`config.mk`:
```
export PLATFORM = sky130hd
export DESIGN_NAME = capture_compare_array
export DESIGN_NICKNAME = d
export VERILOG_FILES = /design/src/verilog/capture_compare_pkg.sv /design/src/verilog/event_link_if.sv /design/src/verilog/capture_compare_array.sv /design/src/verilog/channel_event_decode.sv
export SDC_FILE = /design/constraint.sdc
export NUM_CORES = 1
export LEC_CHECK = 0
export BUFFER_PORTS_ARGS = -buffer_cell sky130_fd_sc_hd__buf_2
export CAP_MARGIN = 10
export CORE_ASPECT_RATIO = 0.9
export CORE_MARGIN = 2
export CORE_UTILIZATION = 45
export CTS_BUF_LIST = sky130_fd_sc_hd__clkbuf_8
export CTS_CLUSTER_DIAMETER = 100
export DETAILED_ROUTE_END_ITERATION = 10
export SLEW_MARGIN = 20
export SYNTH_ARGS = -nofsm -noshare
export SYNTH_HDL_FRONTEND = slang
export SYNTH_HIERARCHICAL = 1
export SYNTH_SLANG_ARGS = --single-unit
```
`constraint.sdc`:
```
create_clock -name CLK_SYS -period 3.21 [get_ports CLK_SYS]
set_clock_uncertainty 0.1 [all_clocks]
set_input_delay 0.1605 -clock CLK_SYS [delete_from_list [all_inputs] [get_ports CLK_SYS]]
set_output_delay 0.1605 -clock CLK_SYS [all_outputs]
set_load 0.02 [all_outputs]
```
`src/verilog/capture_compare_pkg.sv`:
```
package capture_compare_pkg;

   localparam int CHANNELS = 4;

   // Special function register addresses
   localparam logic [7:0] ADDR_INDEX = 8'hD1;
   localparam logic [7:0] ADDR_DATA_HIGH = 8'hD2;
   localparam logic [7:0] ADDR_DATA_LOW = 8'hD3;
   localparam logic [7:0] ADDR_CONTROL = 8'hD4;
   localparam logic [7:0] ADDR_FLAGS = 8'hD5;

   // Control byte layout
   localparam int CTRL_IRQ_EN_BIT = 7;
   localparam int CTRL_CLEAR_BIT = 4;
   localparam int CTRL_COMPARE_BIT = 3;
   localparam int CTRL_TOGGLE_BIT = 0;
   localparam int MODE_MSB = 2;
   // Direction bit 6 and bit 5 are not stored and read zero
   localparam logic [7:0] CTRL_WRITE_MASK = 8'h9F;

   // Reset values
   localparam logic [1:0] INDEX_RESET = 2'h0;
   localparam logic [7:0] CTRL_RESET = 8'h00;
   localparam logic [15:0] DATA_RESET = 16'h0000;
   localparam logic [7:0] SHADOW_RESET = 8'h00;
   localparam logic [7:0] BYTE_ZERO = 8'h00;

   typedef logic [7:0] byte_type;
   typedef logic [15:0] word_type;

   // Capture event selection codes
   typedef enum logic [2:0] {
      EV_OFF,
      EV_FALL,
      EV_RISE,
      EV_EITHER,
      EV_T0_OVF,
      EV_COMPARATOR
   } event_sel_type;

endpackage

```
`src/verilog/event_link_if.sv`:
```
`timescale 1ns/1ps
// Carries channel state to the event decoder and its verdicts back
interface event_link_if;
   import capture_compare_pkg::*;
   byte_type [CHANNELS-1:0] ctrl;
   word_type [CHANNELS-1:0] data;
   logic [CHANNELS-1:0] pin_now;
   logic [CHANNELS-1:0] pin_prev;
   word_type timebase;
   logic run;
   logic tick;
   logic t0_ovf;
   logic comp_change;
   logic [CHANNELS-1:0] capture_hit;
   logic [CHANNELS-1:0] external_hit;
   logic [CHANNELS-1:0] match_hit;

   modport array (output ctrl, data, pin_now, pin_prev, timebase, run, tick, t0_ovf,
      comp_change, input capture_hit, external_hit, match_hit);
   modport decode (input ctrl, data, pin_now, pin_prev, timebase, run, tick, t0_ovf,
      comp_change, output capture_hit, external_hit, match_hit);
endinterface
```
`src/verilog/capture_compare_array.sv`:
```
`timescale 1ns/1ps
module capture_compare_array (
   input wire logic CLK_SYS,
   input wire logic RSTN,
   input wire logic [7:0] SFR_ADDR,
   input wire capture_compare_pkg::byte_type SFR_WDATA,
   input wire logic SFR_WR,
   input wire logic SFR_RD,
   output capture_compare_pkg::byte_type SFR_RDATA,
   input wire capture_compare_pkg::word_type TIMEBASE,
   input wire logic TIMEBASE_RUN,
   input wire logic TIMEBASE_TICK,
   input wire logic TIMER0_OVERFLOW,
   input wire logic COMPARATOR_CHANGE,
   input wire logic ARRAY_IRQ_ENABLE,
   input wire logic [3:0] CHANNEL_PIN_IN,
   output logic [3:0] CHANNEL_PIN_OUT,
   output logic [3:0] CHANNEL_PIN_OE,
   output logic TIMEBASE_CLEAR,
   output logic IRQ_REQUEST
);
   import capture_compare_pkg::*;

   typedef struct packed {
      logic [1:0] index;
      byte_type shadow;
      byte_type [CHANNELS-1:0] ctrl;
      word_type [CHANNELS-1:0] data;
      logic [CHANNELS-1:0] flags;
      logic [CHANNELS-1:0] pin_prev;
      logic [CHANNELS-1:0] pin_out;
      byte_type rdata;
      logic irq;
      logic clear;
   } array_state_type;

   localparam array_state_type STATE_RESET = '{
      index: INDEX_RESET,
      shadow: SHADOW_RESET,
      ctrl: {CHANNELS{CTRL_RESET}},
      data: {CHANNELS{DATA_RESET}},
      flags: '0,
      pin_prev: '0,
      pin_out: '0,
      rdata: BYTE_ZERO,
      irq: 1'b0,
      clear: 1'b0
   };

   array_state_type state_q;
   array_state_type state_d;
   logic [CHANNELS-1:0] irq_en;

   event_link_if link ();

   // Hand channel state to the decoder
   always_comb begin
      link.ctrl = state_q.ctrl;
      link.data = state_q.data;
      link.pin_now = CHANNEL_PIN_IN;
      link.pin_prev = state_q.pin_prev;
      link.timebase = TIMEBASE;
      link.run = TIMEBASE_RUN;
      link.tick = TIMEBASE_TICK;
      link.t0_ovf = TIMER0_OVERFLOW;
      link.comp_change = COMPARATOR_CHANGE;
   end

   channel_event_decode decoder (
      .link(link)
   );

   // Per-channel interrupt enables pulled from control bytes
   genvar g;
   generate
      for (g = 0; g < CHANNELS; g++) begin : g_ien
         assign irq_en[g] = state_q.ctrl[g][CTRL_IRQ_EN_BIT];
      end
   endgenerate

   // Next-state logic: bus access first, hardware events after so they win
   always_comb begin
      logic [1:0] sel;
      logic [CHANNELS-1:0] set_flag;
      logic [CHANNELS-1:0] clear_req;
      sel = state_q.index;
      set_flag = '0;
      clear_req = '0;
      state_d = state_q;
      state_d.clear = 1'b0;
      state_d.pin_prev = CHANNEL_PIN_IN;

      // Windowed writes reach only the indexed channel
      if (SFR_WR) begin
         unique case (SFR_ADDR)
            ADDR_INDEX: state_d.index = SFR_WDATA[1:0];
            ADDR_DATA_HIGH: state_d.shadow = SFR_WDATA;
            ADDR_DATA_LOW: begin
               // Capturing channels refuse software data
               if (state_q.ctrl[sel][CTRL_COMPARE_BIT]) begin
                  state_d.data[sel] = {state_q.shadow, SFR_WDATA};
               end
            end
            ADDR_CONTROL: state_d.ctrl[sel] = SFR_WDATA & CTRL_WRITE_MASK;
            ADDR_FLAGS: state_d.flags = SFR_WDATA[CHANNELS-1:0];
            default: ;
         endcase
      end

      // Channel events; a capture copy beats any write in the same cycle
      for (int i = 0; i < CHANNELS; i++) begin
         if (link.capture_hit[i]) begin
            state_d.data[i] = TIMEBASE;
         end
         set_flag[i] = link.capture_hit[i] | link.external_hit[i]
            | link.match_hit[i];
         clear_req[i] = (link.capture_hit[i] | link.match_hit[i])
            & state_q.ctrl[i][CTRL_CLEAR_BIT];
         if (link.match_hit[i] & state_q.ctrl[i][CTRL_TOGGLE_BIT]) begin
            state_d.pin_out[i] = ~state_q.pin_out[i];
         end
      end

      // Set wins over a software clear in the same cycle
      state_d.flags = state_d.flags | set_flag;
      state_d.clear = |clear_req;

      // Interrupt follows the flags in the same cycle they are set
      state_d.irq = ARRAY_IRQ_ENABLE & |(state_d.flags & irq_en);

      // Read data is captured on the strobe and held until the next read
      if (SFR_RD) begin
         unique case (SFR_ADDR)
            ADDR_INDEX: state_d.rdata = {6'h00, state_q.index};
            ADDR_DATA_HIGH: state_d.rdata = state_q.data[sel][15:8];
            ADDR_DATA_LOW: state_d.rdata = state_q.data[sel][7:0];
            ADDR_CONTROL: state_d.rdata = state_q.ctrl[sel];
            ADDR_FLAGS: state_d.rdata = {4'h0, state_q.flags};
            default: state_d.rdata = BYTE_ZERO;
         endcase
      end
   end

   // Single state register; reset leaves all channels capturing
   always_ff @(posedge CLK_SYS or negedge RSTN) begin
      if (!RSTN) begin
         state_q <= STATE_RESET;
      end else begin
         state_q <= state_d;
      end
   end

   // Outputs straight from the state register
   assign SFR_RDATA = state_q.rdata;
   assign CHANNEL_PIN_OUT = state_q.pin_out;
   assign TIMEBASE_CLEAR = state_q.clear;
   assign IRQ_REQUEST = state_q.irq;

   // Pin is driven while its channel compares
   generate
      for (g = 0; g < CHANNELS; g++) begin : g_oe
         assign CHANNEL_PIN_OE[g] = state_q.ctrl[g][CTRL_COMPARE_BIT];
      end
   endgenerate

endmodule

```
`src/verilog/channel_event_decode.sv`:
```
`timescale 1ns/1ps
module channel_event_decode (
   event_link_if.decode link
);
   import capture_compare_pkg::*;

   genvar i;
   generate
      for (i = 0; i < CHANNELS; i++) begin : g_chan
         logic fall;
         logic rise;
         logic pin_evt;
         logic any_evt;
         logic compare_mode;
         event_sel_type sel;

         // Per-channel source decode
         always_comb begin
            fall = link.pin_prev[i] & ~link.pin_now[i];
            rise = ~link.pin_prev[i] & link.pin_now[i];
            compare_mode = link.ctrl[i][CTRL_COMPARE_BIT];
            sel = event_sel_type'(link.ctrl[i][MODE_MSB:0]);
            pin_evt = 1'b0;
            any_evt = 1'b0;
            unique case (sel)
               EV_OFF: ;
               EV_FALL: pin_evt = fall;
               EV_RISE: pin_evt = rise;
               EV_EITHER: pin_evt = fall | rise;
               EV_T0_OVF: any_evt = link.t0_ovf;
               EV_COMPARATOR: any_evt = link.comp_change;
               default: ;
            endcase
            any_evt = any_evt | pin_evt;
            // Copies only while the timer runs
            link.capture_hit[i] = ~compare_mode & link.run & any_evt;
            // Stopped timer: pin events still flag, no copy
            link.external_hit[i] = ~compare_mode & ~link.run & pin_evt;
            // One look per count update avoids repeated hits on a held count
            link.match_hit[i] = compare_mode & link.run & link.tick
               & (link.timebase == link.data[i]);
         end
      end
   endgenerate

endmodule

```
==> implementation parameters <==
Parameter                              Value

Outcome
  Status ... finished, final reports clean

CTS
  Quantity of gates resized following cts ... 0
  Postcts setup bufs ... 0
  Cts hold-fix bufs ... 21
  H-tree lvl count ... 4
  Clock transition at the registers of the reported paths ... 80 ps
  Number of buffers created by CTS ... 17
  Library cell used as clock root buffer ... clkbuf_8
  Clock tree from TritonCTS ... done
  Clock latency at the later pin of the worst-skew pair ... 450 ps
  Maximum buffer depth of the clock tree ... 2
  Clk sink count ... 120

Setup path
  CP peak stage delay ... 550 ps
  CP most frequent cell ... buf_4
  Critical Path Sink Type ... flip-flop
  Crit-path slowest cell ... dlygate4sd3_1
  Reg-to-reg setup timing slack ... 270 ps
  Highest net fanout along the worst path ... 11
  Critical path class ... reg -> reg
  Required time of the critical path ... 3500 ps
  Arr. time, crit path ... 3230 ps
  Cells along the critical path ... inv_1 -> ha_1 -> nor2b_1 -> o21ai_0 -> a21oi_1 -> o211a_1 -> buf_4 -> nor4bb_2 -> buf_4 -> nand4_1 -> nand3_1 -> dlygate4sd3_1
  Critical Path Start Type ... flip-flop

Placed design
  Routability-driven placement congestion ratio ... 0.949
  Half-perimeter wire length of the detailed placement result ... 16,300 um
  Placed cells ... 898
  Buffers added on ports ... 62

Power
  Maximum ir drop on the vdd rail ... 0.400 mV
  Clock network power share ... 41.8%
  Standby leakage power ... 3.79 nW
  Cell Pwr Density ... 415 nW/um2
  Combinational power share ... 13.1%
  Cell Int Power ... 0.00262 W
  Switching power ... 0.000947 W
  Fraction of power spent switching nets ... 26.6%
  Proportion of power drawn by flip-flops and latches ... 45.2%

Routing
  Total via count after detailed routing ... 5,970
  Per-cell routed wire length ... 24.7 um
  Detailed-route DRC error count ... 0
  DR vias/cell ... 6.28
  Total iterations of the first detailed-routing run ... 5
  Number of routed nets with antenna violations ... 0
  Violation count after the first detailed-routing iteration ... 615
  Routed wire length ... 23,500 um

Global route
  Initial antenna violation count ... 1
  Total track usage ... 27.1%
  Pin count of the biggest net entering global routing ... 58
  Wire length of the first global-routing pass ... 36,500 um
  Overflow left after global routing ... 0
  Vias in the first global route ... 5,983

Worst hold path
  Worst hold-check path type ... in -> reg

Floorplanning
  Chip Width ... 142 um
  Count of standard-cell rows ... 45
  Boundary pin count ... 63
  Die Height ... 128 um
  Overall die area ... 18,100 um2
  Placeable core region ... 16,800 um2
  Initial cell density of the core ... 45.7%

Synthesis
  Post-synthesis cell area ... 7670 um2
  Cell count after synthesis ... 679
  Number of warnings printed during yosys synthesis ... 6
  Net count of the mapped netlist ... 732
  Avg Cell Area, Syn ... 11.3 um2

STA
  Min Tclk post-route ... 2940 ps
  Final count of pins violating max slew ... 0
  Final setup fails ... 0
  Final Cycle Share ... 91.6%
  Max Fclk ... 0.340 GHz
  Worst Tran Pin Value ... 879 ps
  Max-Slew Margin vs Limit ... 41.4%
  Post-route setup TNS ... 0 ps
  Hold violation total from the final report ... 0
  Setup repair after global routing missed its margin ... no

Finish
  Proportion of layout cells with a drive suffix above 1 ... 31.1%
  FILL cells ... 1,502
  Number of standard cells in the layout, taps in and fillers out ... 951
  Combined area of the multi-input logic cells ... 4160 um2
  Signed area change from the synthesized netlist to the final layout ... 12.0%
  Final net count ... 780
  Footprint of the flip-flops and latches ... 3000 um2

Flow run
  Max cap viols ... 0
==> path summary, 6_finish.rpt <==
check                                      to  cells after the start          startpoint
hold reg to reg            CHANNEL_PIN_OUT[1]                      1  CHANNEL_PIN_OUT[1]
hold / removal                   SFR_RDATA[1]                      3         SFR_ADDR[2]
min in group asynchronous           irq_en[0]                      2                RSTN
setup / recovery                link.data[21]                     12    link.pin_prev[1]
setup reg to reg                link.data[21]                     12    link.pin_prev[1]
max in group asynchronous        state_q[126]                      3                RSTN
==> metrics by stage <==
step / hold WS (ps) / power (W) / worst slack (ps) / util [%] / instance area [um2]
5_1_grt: 30.6 / 0.00369 / 120 / 51.2 / 8590
3_5_place_dp: 196 / 0.00208 / 510 / 47.4 / 7950
6_report: 27.0 / 0.00356 / 271 / 51.2 / 8590
2_1_floorplan: -235 / 0.00190 / 823 / - / 7670
3_3_place_gp: 182 / 0.00207 / 553 / 47.4 / 7950
4_1_cts: 0.337 / 0.00358 / 298 / 51.2 / 8590
==> state kept, by name (all words and copies together) (netlist names) <==
register         cells
TIMEBASE_CLEAR       1
state_q             14
CHANNEL_PIN_OE       4
link.data           64
link.ctrl           16
IRQ_REQUEST          1
link.pin_prev        4
CHANNEL_PIN_OUT      4
irq_en               4
SFR_RDATA            8
==> critical path, delay by kind of cell, from the launching register on <==
kind | cells | cell delay, ps
adders and majority gates | 1 | 270
AOI/OAI and AO/OA | 3 | 500
and+or+nand+nor | 4 | 580
buffers and inverters | 4 | 1070
DFF | 1 | 350
==> area by class of cell <==
| class | count | area share, % |
|---|---|---|
| tap | 211 | 3.07 |
| clock buffer | 22 | 3.53 |
| sequential | 120 | 35.0 |
| timing repair buffer | 100 | 7.72 |
| antenna | 1 | 0.0291 |
| multi-input combinational | 468 | 48.4 |
| inverter | 20 | 0.874 |
| clock inverter | 9 | 1.43 |
==> metal layers <==
layer  wire, um  track usage [%]  part of all wire, %  up-vias
li1           -                -                    -     2613
met1      10500             38.4                   45     3040
met2      10300             39.9                   44      282
met3       2260             8.37                  9.6       35
met4        532             8.47                  2.3        0
met5          0                0                    0        -
==> cells in the final DEF, fill, tap and decap left out, drive strengths merged, types with 3 or more instances in the layout <==
cell / instances
nor3b: 9
dlygate4sd3: 21
mux2i: 8
a32oi: 3
a221oi: 5
or4: 6
a31oi: 10
nand3: 9
nand2: 24
o21ai: 16
mux4: 21
xnor2: 56
inv: 22
o211a: 4
and3b: 3
ha: 8
a21oi: 7
nor2: 13
a31o: 3
bufinv: 3
xor2: 12
nor2b: 16
or3: 7
nand4: 29
clkbuf: 22
o31ai: 8
nand4b: 3
nor3: 4
dfrtp: 120
buf: 79
nand3b: 5
o211ai: 5
nor4: 8
nand2b: 7
a22o: 48
mux2: 89
and2: 3
a2bb2oi: 6
==> power by group through the flow <==
stage / combinational [W] / clock [W] / sequential [W]
after global routing: 0.000499 / 0.00158 / 0.00161
after detailed placement: 0.000439 / 0 / 0.00164
final: 0.000465 / 0.00149 / 0.00161
after CTS: 0.000460 / 0.00151 / 0.00161
after global placement: 0.000435 / 0 / 0.00164
after floorplan: 0.000275 / 0 / 0.00162
No activity file was read; power rests on OpenSTA's default activity.
